<file path="config.mk">
export PLATFORM = sky130hd
export DESIGN_NAME = wsp_top
export DESIGN_NICKNAME = d
export VERILOG_FILES = /design/src/design/wsp_pkg.sv /design/src/design/wsp_top.sv /design/src/design/wsp_sync.sv
export VERILOG_INCLUDE_DIRS = /design/src /design/src/design
export SDC_FILE = /design/constraint.sdc
export NUM_CORES = 1
export LEC_CHECK = 0
export ABC_AREA = 1
export ABC_CLOCK_PERIOD_IN_PS = 1700
export BUFFER_PORTS_ARGS = -buffer_cell sky130_fd_sc_hd__buf_2
export CAP_MARGIN = 20
export CORE_ASPECT_RATIO = 0.8
export CORE_UTILIZATION = 53
export DETAILED_ROUTE_END_ITERATION = 8
export PLACE_DENSITY = 0.75
export SYNTH_ARGS = -nofsm -noshare
export SYNTH_HDL_FRONTEND = slang
export SYNTH_SLANG_ARGS = --single-unit
export TNS_END_PERCENT = 100
</file>
<file path="constraint.sdc">
create_clock -name clk -period 1.7 [get_ports clk]
set_clock_uncertainty 0.05 [all_clocks]
set_input_delay 0.17 -clock clk [delete_from_list [all_inputs] [get_ports clk]]
set_output_delay 0.17 -clock clk [all_outputs]
set_load 0.05 [all_outputs]
</file>
<file path="src/design/wsp_cfg.svh">
`ifndef WSP_CFG_SVH
`define WSP_CFG_SVH

// ----------------------------------------
// frame layout
// ----------------------------------------
`define WSP_FRAME_BITS  16
`define WSP_DATA_W      10
`define WSP_CMD_MSB     13
`define WSP_CMD_LSB     10
`define WSP_OUT_MSB     15
`define WSP_MIDSCALE    10'h200
`define WSP_ZERO_PAD    6'h00

// ----------------------------------------
// command codes
// ----------------------------------------
`define WSP_CMD_NOP     4'h0
`define WSP_CMD_WR      4'h1
`define WSP_CMD_RD      4'h2
`define WSP_CMD_RST     4'h4
`define WSP_CMD_CTRL    4'h6
`define WSP_CMD_RDCTRL  4'h7
`define WSP_CMD_SHDN    4'h8

// ----------------------------------------
// control word fields
// ----------------------------------------
`define WSP_BIT_SHDN    0
`define WSP_BIT_WE      1
`define WSP_BIT_PERF    2

// ----------------------------------------
// pin idle levels {sclk, sync_n, din, reset_pin}
// ----------------------------------------
`define WSP_PIN_IDLE    4'h5
`define WSP_PIN_SCLK    3
`define WSP_PIN_SYNC    2
`define WSP_PIN_DIN     1
`define WSP_PIN_RST     0

// ----------------------------------------
// timing
// ----------------------------------------
`define WSP_CLK_NS      50
`define WSP_WR_EXEC_NS  410
`define WSP_RD_EXEC_NS  450
`define WSP_RST_EXEC_NS 1500000

`endif

</file>
<file path="src/design/wsp_pkg.sv">
package wsp_pkg;

	typedef enum logic [0:0] {
		wsp_idle,
		wsp_exec
	} wsp_state_t;

endpackage

</file>
<file path="src/design/wsp_top.sv">
`timescale 1ns/1ps
`include "wsp_cfg.svh"

// What this block does and what its host must do
// rising edge of reset pin loads wiper register with midscale
// sixteen-bit shift register captures data on serial clock falling edges
// host keeps serial clock at or below 50 MHz
// frame select falling enables shifting on following clock falls only
// frame select rise after sixteen clocks updates the addressed register
// frame select rise before sixteen clocks aborts, nothing changes
// serial output is open-drain, shifting out register contents
// host provides pull-up on the serial output
// completion flag rises when wiper read or write has executed
// word is two zeros, four command bits, ten data bits, msb first
// frames are whole multiples of sixteen bits
// wiper writes blocked until enabled by control command; resets still work
// serial output changes on serial clock rising edges
// bit counter clears on each frame select falling edge
// completion flag held low from frame end until command executed
module wsp_top
	import wsp_pkg::*;
#(
	parameter int DATA_W       = `WSP_DATA_W,
	parameter int RST_EXEC_CYC = `WSP_RST_EXEC_NS / `WSP_CLK_NS
)(
	input  wire logic              clk,
	input  wire logic              rst_n,
	input  wire logic              sclk,
	input  wire logic              sync_n,
	input  wire logic              din,
	input  wire logic              reset_pin,
	input  wire logic              serial_out_in,
	output logic                   serial_out_out,
	output logic                   serial_out_oe,
	input  wire logic              ready_in,
	output logic                   ready_out,
	output logic                   ready_oe,
	output logic      [DATA_W-1:0] wiper_position,
	output logic                   perf_mode,
	output logic                   shutdown
);

	localparam int FB     = `WSP_FRAME_BITS;
	localparam int CNT_W  = $clog2(RST_EXEC_CYC + 1);
	localparam int WR_CYC = `WSP_WR_EXEC_NS / `WSP_CLK_NS;
	localparam int RD_CYC = `WSP_RD_EXEC_NS / `WSP_CLK_NS;

	// ----------------------------------------
	// pin sampling and edge detection
	// ----------------------------------------
	logic [3:0]       pins;
	logic             sclk_q;
	logic             sync_q;
	logic             rpin_q;

	wsp_sync #(.W(4), .INIT(`WSP_PIN_IDLE)) u_sync (
		.clk   (clk),
		.rst_n (rst_n),
		.d     ({sclk, sync_n, din, reset_pin}),
		.q     (pins)
	);

	wire sclk_s      = pins[`WSP_PIN_SCLK];
	wire sync_s      = pins[`WSP_PIN_SYNC];
	wire din_s       = pins[`WSP_PIN_DIN];
	wire rpin_s      = pins[`WSP_PIN_RST];
	wire sclk_rise   = sclk_s & ~sclk_q;
	wire sclk_fall   = ~sclk_s & sclk_q;
	wire in_frame    = ~sync_s;
	wire frame_start = ~sync_s & sync_q;
	wire frame_end   = sync_s & ~sync_q;
	wire rpin_rise   = rpin_s & ~rpin_q;
	wire shift_fall  = sclk_fall & in_frame;

	always_ff @(posedge clk or negedge rst_n) begin
		if (!rst_n) begin
			sclk_q <= 1'(`WSP_PIN_IDLE >> `WSP_PIN_SCLK);
			sync_q <= 1'(`WSP_PIN_IDLE >> `WSP_PIN_SYNC);
			rpin_q <= 1'(`WSP_PIN_IDLE >> `WSP_PIN_RST);
		end else begin
			sclk_q <= sclk_s;
			sync_q <= sync_s;
			rpin_q <= rpin_s;
		end
	end

	// ----------------------------------------
	// shift register and bit counter
	// ----------------------------------------
	logic [FB-1:0]    sr;
	logic [3:0]       bit_cnt;
	logic             got16;
	logic             we;
	logic [CNT_W-1:0] cnt;
	wsp_state_t       state;
	wsp_state_t       next_state;

	wire [3:0]        base_cnt     = frame_start ? 4'h0 : bit_cnt;
	wire [3:0]        next_bit_cnt = base_cnt + {3'h0, shift_fall};
	wire              next_got16   = (frame_start ? 1'b0 : got16)
		| (shift_fall & (base_cnt == 4'hf));
	// partial tail of an over-long frame also refuses the word
	wire              word_ok      = frame_end & got16 & (bit_cnt == 4'h0);
	wire [3:0]        cmd          = sr[`WSP_CMD_MSB:`WSP_CMD_LSB];
	wire [DATA_W-1:0] data         = sr[DATA_W-1:0];
	wire              is_wr        = cmd == `WSP_CMD_WR;
	wire              is_rd        = cmd == `WSP_CMD_RD;
	wire              is_rst       = cmd == `WSP_CMD_RST;
	wire              is_ctrl      = cmd == `WSP_CMD_CTRL;
	wire              is_rdctrl    = cmd == `WSP_CMD_RDCTRL;
	wire              is_shdn      = cmd == `WSP_CMD_SHDN;
	wire [FB-1:0]     ctrl_word    = {{(FB-3){1'b0}}, perf_mode, we, shutdown};
	wire [FB-1:0]     rd_word      = {`WSP_ZERO_PAD, wiper_position};

	always_ff @(posedge clk or negedge rst_n) begin
		if (!rst_n) begin
			bit_cnt <= 4'h0;
			got16   <= 1'b0;
		end else begin
			bit_cnt <= next_bit_cnt;  // see R14
			got16   <= next_got16;
		end
	end

	always_ff @(posedge clk or negedge rst_n) begin
		if (!rst_n) begin
			sr <= '0;
		end else if (shift_fall) begin
			sr <= {sr[FB-2:0], din_s};  // see R2, see R4
		end else if (word_ok && is_rd) begin
			sr <= rd_word;
		end else if (word_ok && is_rdctrl) begin
			sr <= ctrl_word;
		end
	end

	// ----------------------------------------
	// open-drain serial output
	// ----------------------------------------
	// never driven high: the pad only pulls low
	always_ff @(posedge clk or negedge rst_n) begin
		if (!rst_n) begin
			serial_out_out <= 1'b0;
			serial_out_oe  <= 1'b0;
		end else begin
			serial_out_out <= 1'b0;  // see R7
			if (frame_end)
				serial_out_oe <= 1'b0;
			else if (sclk_rise && in_frame)
				serial_out_oe <= ~sr[`WSP_OUT_MSB];
		end
	end

	// ----------------------------------------
	// register updates at frame end and on reset pin rise
	// ----------------------------------------
	wire soft_rst = word_ok & is_rst;

	always_ff @(posedge clk or negedge rst_n) begin
		if (!rst_n) begin
			wiper_position <= `WSP_MIDSCALE;
		end else if (rpin_rise || soft_rst) begin
			wiper_position <= `WSP_MIDSCALE;  // see R1
		end else if (word_ok && is_wr && we) begin
			wiper_position <= data;  // see R5, see R6
		end
	end

	always_ff @(posedge clk or negedge rst_n) begin
		if (!rst_n) begin
			we        <= 1'b0;
			perf_mode <= 1'b0;
			shutdown  <= 1'b0;
		end else if (soft_rst) begin
			we        <= 1'b0;
			perf_mode <= 1'b0;
			shutdown  <= 1'b0;
		end else if (word_ok && is_ctrl) begin
			we        <= sr[`WSP_BIT_WE];
			perf_mode <= sr[`WSP_BIT_PERF];
		end else if (word_ok && is_shdn) begin
			shutdown  <= sr[`WSP_BIT_SHDN];
		end
	end

	// ----------------------------------------
	// execution timer and completion flag
	// ----------------------------------------
	wire              start_exec = rpin_rise | (word_ok & (is_wr | is_rd | is_rst));
	wire [CNT_W-1:0]  exec_len   = (rpin_rise | is_rst) ? CNT_W'(RST_EXEC_CYC - 1) :
		is_rd ? CNT_W'(RD_CYC - 1) : CNT_W'(WR_CYC - 1);
	wire              cnt_done   = cnt == '0;

	always_comb begin
		next_state = state;
		if (start_exec)
			next_state = wsp_exec;
		else if (state == wsp_exec && cnt_done)
			next_state = wsp_idle;
	end

	always_ff @(posedge clk or negedge rst_n) begin
		if (!rst_n) begin
			state <= wsp_idle;
			cnt   <= '0;
		end else begin
			state <= next_state;
			if (start_exec)
				cnt <= exec_len;
			else if (!cnt_done)
				cnt <= cnt - 1'b1;
		end
	end

	// flag low while executing, released when done
	always_ff @(posedge clk or negedge rst_n) begin
		if (!rst_n) begin
			ready_out <= 1'b0;
			ready_oe  <= 1'b0;
		end else begin
			ready_out <= 1'b0;
			ready_oe  <= next_state == wsp_exec;  // see R9
		end
	end
endmodule

</file>
<file path="src/design/wsp_sync.sv">
`timescale 1ns/1ps

module wsp_sync
	import wsp_pkg::*;
#(
	parameter int               W    = 4,
	parameter logic [W-1:0]     INIT = '0
)(
	input  wire logic           clk,
	input  wire logic           rst_n,
	input  wire logic [W-1:0]   d,
	output logic      [W-1:0]   q
);

	logic [W-1:0] meta;

	// first stage feeds only the second
	genvar i;
	generate
		for (i = 0; i < W; i++) begin : g_bit
			always_ff @(posedge clk or negedge rst_n) begin
				if (!rst_n) begin
					meta[i] <= INIT[i];
					q[i]    <= INIT[i];
				end else begin
					meta[i] <= d[i];
					q[i]    <= meta[i];
				end
			end
		end
	endgenerate

endmodule

</file>
==> metrics, run 1 <==
outcome=complete, no violations; reg2reg start=u_sync.q[2]$_DFF_PN1_; crit path DAT=1.86 ns; worst r2r dst=cnt[2]$_DFFE_PN0P_; most instantiated library cell after synthesis=nand2_1; CTS clk-pin slew, worst paths=0.07 ns; worst vdd ir=0.607 mV; initial antenna violation count=0; total CTS buffers=9; fin util=69.5%; Detailed Route WL=6.19 mm; CP Capture Type=flip-flop; GRT met1 Usage=29.2%; DR pass1 iterations=5; simple-gate share of the synthesized area=29.9%; Reg2Reg Depth=6; path type of the worst min-delay path=reg -> reg; r2r setup slk=0.04 ns; Lkg Pwr=1.91 nW; largest fanout on the critical path=7; GRT busiest layer=met2; Synth Flop Type=dfrtp_1; Sink Count=62; Worst Setup SP=u_sync.q[2]$_DFF_PN1_; post-DR vias/cell=5.30; GPL Wtd Cong=0.874; clk_lat worst skew=0.34 ns; first-pass GRT wire length=10.2 mm; Switching Power=0.932 mW; Critical Path Sink=cnt[2]$_DFFE_PN0P_; antenna-violating nets left=0; internal power=2.80 mW; Layout area overhead=22.6%; switching power share of the total=25.0%; synth cell count leaders=nand2_1, dfrtp_1, nor2_1; design area=0.00358 mm²; height of the die=68.4 µm; Post-Syn Area=0.00292 mm²; average wire per standard cell=13.6 µm; DP Wirelength=4.13 mm; Startpoint Class=flip-flop; vias in the first global route=2213; minimum clock period=1.66 ns; Post-synth EDFFs=0; Cell Area, Placed=0.00321 mm²; gr usage total=23.8%; fmax=0.603 GHz; post-synthesis register bit count=62; IO Pins=24; Logic pwr share=12.8%; TritonCTS clock tree=built; synth unique cells=30; Clock Path Buffers=2; Layout fillers=381; Final nets=401; kind of critical path=reg -> reg; residual DRC count=0; final hold vios=0; Worst EP required=1.90 ns; 1st-iter DRT viols=136; cell accounting for the most synthesized area=dfrtp_1; Die Area=0.00582 mm²; fraction of layout cells with a size suffix above 1=23.0%; area share of the largest cell type after synthesis=47.1%; FP Rows=23; Ys Warns=0; Synth Instances=340; power density over the cells=1040 mW/mm²; Synth Area in Compound Gates=5.74%; I/O Buffers=19; core box area=0.00515 mm²; Die X=85.0 µm; Finish-stage setup viols=0; synthesized-area fraction occupied by adder cells=1.28%; M2 GR Usage=39.0%; sequential area share after synthesis=53.4%; part of the power in registers=45.4%; Slew Viols, Final=0; ant diodes=0; largest net degree at the start of global routing=63; gr ovfl total=0; period utilization=97.5%; CTS H-tree depth=3; post-synthesis xor/xnor area fraction=3.30%; root buffer cell=clkbuf_8; Initial Util=56.7%; maxcap violations=0; DR vias=2421; RSZ-0062 raised after global routing=true; ys async rst share=100%; part of the power in the clock network=41.8%; largest family of logic cells by synthesized area=simple AND/OR/NAND/NOR gates; met3 usage=8.93%; Synth Area per Inst=8.60 µm²; top cells by area, synth=dfrtp_1, nand2_1, nor2_1; mux cell area share after synthesis=0%
[layout by cell type (no fill, tap or decap), types with 7 or more instances in the layout]
master,Yosys,layout
nor2_1,51,50
dfstp_2,7,7
clkbuf_8,0,10
nand3_1,29,29
buf_2,3,19
buf_4,3,18
o21ai_0,15,15
nand2_1,81,78
xor2_1,8,8
a21oi_1,7,7
dfrtp_1,55,55
inv_1,28,27
[cell type report]
class                      instances  area [µm²]  share of cell area, %
clock buffer                      12         145                   4.05
clock inverter                     4        95.1                   2.65
inverter                          33         128                   3.56
multi-input combinational        239        1240                   34.5
sequential                        62        1560                   43.6
tap                               62        77.6                   2.17
timing repair buffer              45         340                   9.50
[how the worst min path moves through the flow]
stage                                        start  cells past startpoint  slack [ns]                     to
after floorplan                              rst_n                      0       -0.18   bit_cnt[0]$_DFF_PN0_
after global placement                       rst_n                      2        0.16        got16$_DFF_PN0_
after detailed placement                     rst_n                      2        0.15     cnt[7]$_DFFE_PN0P_
after CTS                 u_sync.meta[1]$_DFF_PN0_                      0        0.30  u_sync.q[1]$_DFF_PN0_
after global routing      u_sync.meta[0]$_DFF_PN1_                      0        0.31  u_sync.q[0]$_DFF_PN1_
final                     u_sync.meta[1]$_DFF_PN0_                      0        0.30  u_sync.q[1]$_DFF_PN0_
[what timing repair did]
item,in CTS,in global routing
setup buffers,0,3
endpoints found under the setup margin,0,41
hold endpoints to repair,59,0
resized for setup,0,13
hold buffers,5,0
[cells by family (layout without fill, tap and decap cells)]
| kind of cell | after synthesis | after routing |
|---|---|---|
| adder cells (fa/ha/maj) | 3 | 3 |
| AND/OR/NAND/NOR | 192 | 193 |
| flip-flops | 62 | 62 |
| AO/OA/AOI/OAI | 30 | 30 |
| other | 1 | 2 |
| XOR/XNOR | 11 | 11 |
| buffers and inverters | 41 | 94 |
[worst max-delay path, cell delays in order, from the launching register on]
cell and delay, ns:
dfstp_2 0.56, nand3_2 0.10, nor2_4 0.23, nand2_1 0.19
nand3_4 0.15, nand2_1 0.12, a21oi_1 0.17
[sequential cells by signal, indices dropped and copies added (netlist names)]
signal and flops:
wiper_position 10, perf_mode 1, bit_cnt 4, shutdown 1, ready_oe 1, u_sync.q 4
rpin_q 1, sync_q 1, u_sync.meta 4, got16 1, cnt 15, sclk_q 1
sr 16, we 1, serial_out_oe 1
[power groups by stage]
stage	Clock, mW	Sequential, mW	Combinational (mW)
after global placement	0	1.71	0.435
after global routing	1.66	1.71	0.541
final	1.56	1.69	0.478
after floorplan	0	1.70	0.316
after CTS	1.59	1.69	0.467
after detailed placement	0	1.71	0.453
[per-stage QoR]
step	worst slack, ns	hold WS [ns]	total power [mW]	TNS (ns)	instances
after floorplan	0.0407	-0.176	2.02	0	341
after global placement	0.0749	0.155	2.15	0	432
after global routing	-0.0327	0.309	3.90	-0.181	457
after CTS	0.0122	0.301	3.75	0	453
after detailed placement	0.0238	0.153	2.17	0	432
final	0.0429	0.298	3.73	0	457
[layer usage]
metal  routed length (µm)  up-vias
met4                  102        0
met1                 2800     1164
li1                     -     1183
met3                  311       12
met5                    0        -
met2                 2980       62
Power figures use the tool's default switching activity.
==> run 2: changes to the inputs <==
--- a/config.mk
+++ b/config.mk
@@ -11,9 +11,8 @@
 export BUFFER_PORTS_ARGS = -buffer_cell sky130_fd_sc_hd__buf_2
 export CAP_MARGIN = 20
 export CORE_ASPECT_RATIO = 0.8
-export CORE_UTILIZATION = 53
+export CORE_UTILIZATION = 31
 export DETAILED_ROUTE_END_ITERATION = 8
-export PLACE_DENSITY = 0.75
 export SYNTH_ARGS = -nofsm -noshare
 export SYNTH_HDL_FRONTEND = slang
 export SYNTH_SLANG_ARGS = --single-unit
==> run 2 against run 1 <==
Effect of this change:
- critical endpoint is now cnt[8]$_DFFE_PN0P_
- maximum frequency increased by 3.6%
- largest power group is now the clock network
- critical path depth rose by 2
- sequential cell count is the same
- largest cell class unchanged
==> metrics, run 2 (same netlist as run 1, synthesis figures left out) <==
outcome=complete, no violations (unchanged); max FFs per register=16 (unchanged); Lkg Pwr=1.95 nW (was 1.91 nW); minimum clock period=1.60 ns (was 1.66 ns); DR vias=2372 (was 2421); largest net degree at the start of global routing=63 (unchanged); DR pass1 iterations=4 (was 5); average wire per standard cell=12.3 µm (was 13.6 µm); period utilization=94.1% (was 97.5%); Final nets=405 (was 401); fin util=41.1% (was 69.5%); CTS clk-pin slew, worst paths=0.06 ns (was 0.07 ns); Slew Viols, Final=0 (unchanged); Die Area=0.00982 mm² (was 0.00582 mm²); Initial Util=32.1% (was 56.7%); fin worst setup slack=0.100 ns (was 0.0429 ns); IO Pins=24 (unchanged); total CTS buffers=9 (unchanged); dpl ws=0.0681 ns (was 0.0238 ns); WP buf/inv=1 (was 0); final hold vios=0 (unchanged); root buffer cell=clkbuf_16 (was clkbuf_8); CP max-delay cell=dfrtp_1 (was dfstp_2); gr ovfl total=0 (unchanged); kind of critical path=reg -> reg (unchanged); maxcap violations=0 (unchanged); hold slack final=0.298 ns (about the same); TritonCTS clock tree=built (unchanged); post-DR vias/cell=4.61 (was 5.30); CP Capture Type=flip-flop (unchanged); CTS H-tree depth=3 (unchanged); most frequent cells in the layout=nand2_1, dfrtp_1, nor2_1 (unchanged); gr usage total=14.3% (was 23.8%); Layout area overhead=28.1% (was 22.6%); Die X=111 µm (was 85.0 µm); path type of the worst min-delay path=reg -> reg (unchanged); largest fanout on the critical path=7 (unchanged); Worst EP required=1.91 ns (was 1.90 ns); worst vdd ir=0.489 mV (was 0.607 mV); initial antenna violation count=0 (unchanged); fmax=0.625 GHz (was 0.603 GHz); post-route insts no fill=514 (was 457); 1st-iter DRT viols=142 (was 136); cell count after placement=490 (was 432); CP delay by family, top=simple AND/OR/NAND/NOR gates (unchanged); cells along the critical path=nor2_1 > nand2_2 > nor2_4 > nand2_4 > nand3_4 > nor2_2 > buf_4 > a21oi_1 (was nand3_2 > nor2_4 > nand2_1 > nand3_4 > nand2_1 > a21oi_1); vias in the first global route=2231 (was 2213); core box area=0.00911 mm² (was 0.00515 mm²); Finish-stage setup viols=0 (unchanged); power density over the cells=1110 mW/mm² (was 1040 mW/mm²); I/O Buffers=19 (unchanged); design area=0.00374 mm² (was 0.00358 mm²); ant diodes=0 (unchanged); Clock Path Buffers=2 (unchanged); top flop regs=sr: 16 flops, cnt: 15 flops, wiper_position: 10 flops (unchanged); antenna-violating nets left=0 (unchanged); Detailed Route WL=6.34 mm (was 6.19 mm); FP Rows=31 (was 23); Cell Area, Placed=0.00330 mm² (was 0.00321 mm²); Critical Path Max Stage Delay=0.40 ns (was 0.56 ns); Startpoint Class=flip-flop (unchanged); residual DRC count=0 (unchanged); clk_lat worst skew=0.33 ns (was 0.34 ns); Register Area=0.00156 mm² (unchanged); Layout fillers=886 (was 381); crit path DAT=1.81 ns (was 1.86 ns); height of the die=88.9 µm (was 68.4 µm); Sink Count=62 (unchanged); commonest non-fill, non-tap cell in the layout=nand2_1 (unchanged); DP Wirelength=4.27 mm (was 4.13 mm); fraction of layout cells with a size suffix above 1=24.6% (was 23.0%); GPL Wtd Cong=0.820 (was 0.874); first-pass GRT wire length=10.9 mm (was 10.2 mm); Multi-input gate area=0.00123 mm² (was 0.00124 mm²); register name with the most flops=sr (unchanged)
==> run 2: layout make-up <==
cell class	instances	share of cell area (%)
Clock inverter	7	2.54
Tap cell	115	3.84
Sequential cell	62	41.7
Clock buffer	9	6.01
Timing Repair Buffer	49	9.66
Inverter	33	3.41
Multi-Input combinational cell	239	32.9
==> run 2: repair_timing <==
item / 4_1_cts / 5_1_grt
setup buffers: 0 / 2
resized for setup: 0 / 14
hold endpoints to repair: 59 / 0
endpoints found under the setup margin: 0 / 20
hold buffers: 5 / 0
==> run 2: layer usage <==
layer / vias up / track usage (%) / share of wire [%]
met4: 0 / 6.18 / 1.3
met3: 6 / 3.70 / 3.2
li1: 1193 / - / -
met1: 1138 / 19.5 / 51
met5: - / 0 / 0
met2: 35 / 21.6 / 45
==> run 2: worst reg2reg max path: cells and delay by family (launching register included) <==
family                 cells  cell delay [ns]
DFF                        1             0.40
AOI/OAI and AO/OA          1             0.12
and+or+nand+nor            6             0.80
buffers and inverters      1             0.15
==> run 2: power breakdown <==
part           internal, mW  total, mW  switching [mW]
Combinational         0.190      0.480           0.290
Clock                  1.29       1.97           0.680
Sequential             1.60       1.70          0.0972
Total                  3.08       4.14            1.07
==> run 2: stage by stage <==
| stage | setup TNS [ns] | power [mW] |
|---|---|---|
| 6_report | 0 | 4.14 |
| 2_1_floorplan | 0 | 2.02 |
| 3_5_place_dp | 0 | 2.17 |
| 3_3_place_gp | 0 | 2.16 |
| 4_1_cts | 0 | 4.18 |
| 5_1_grt | -0.00972 | 4.35 |
==> run 2: final timing paths <==
kind	from	to	slack [ns]	cells after the start
worst max-delay path	bit_cnt[3]$_DFF_PN0_	cnt[8]$_DFFE_PN0P_	0.10	8
worst min-delay path	u_sync.meta[1]$_DFF_PN0_	u_sync.q[1]$_DFF_PN0_	0.30	0
worst max register to register	bit_cnt[3]$_DFF_PN0_	cnt[8]$_DFFE_PN0P_	0.10	8
worst min register to register	u_sync.meta[1]$_DFF_PN0_	u_sync.q[1]$_DFF_PN0_	0.30	0
max in group asynchronous	rst_n	sync_q$_DFF_PN1_	0.95	3
min in group asynchronous	rst_n	wiper_position[4]$_DFFE_PN0P_	0.33	3
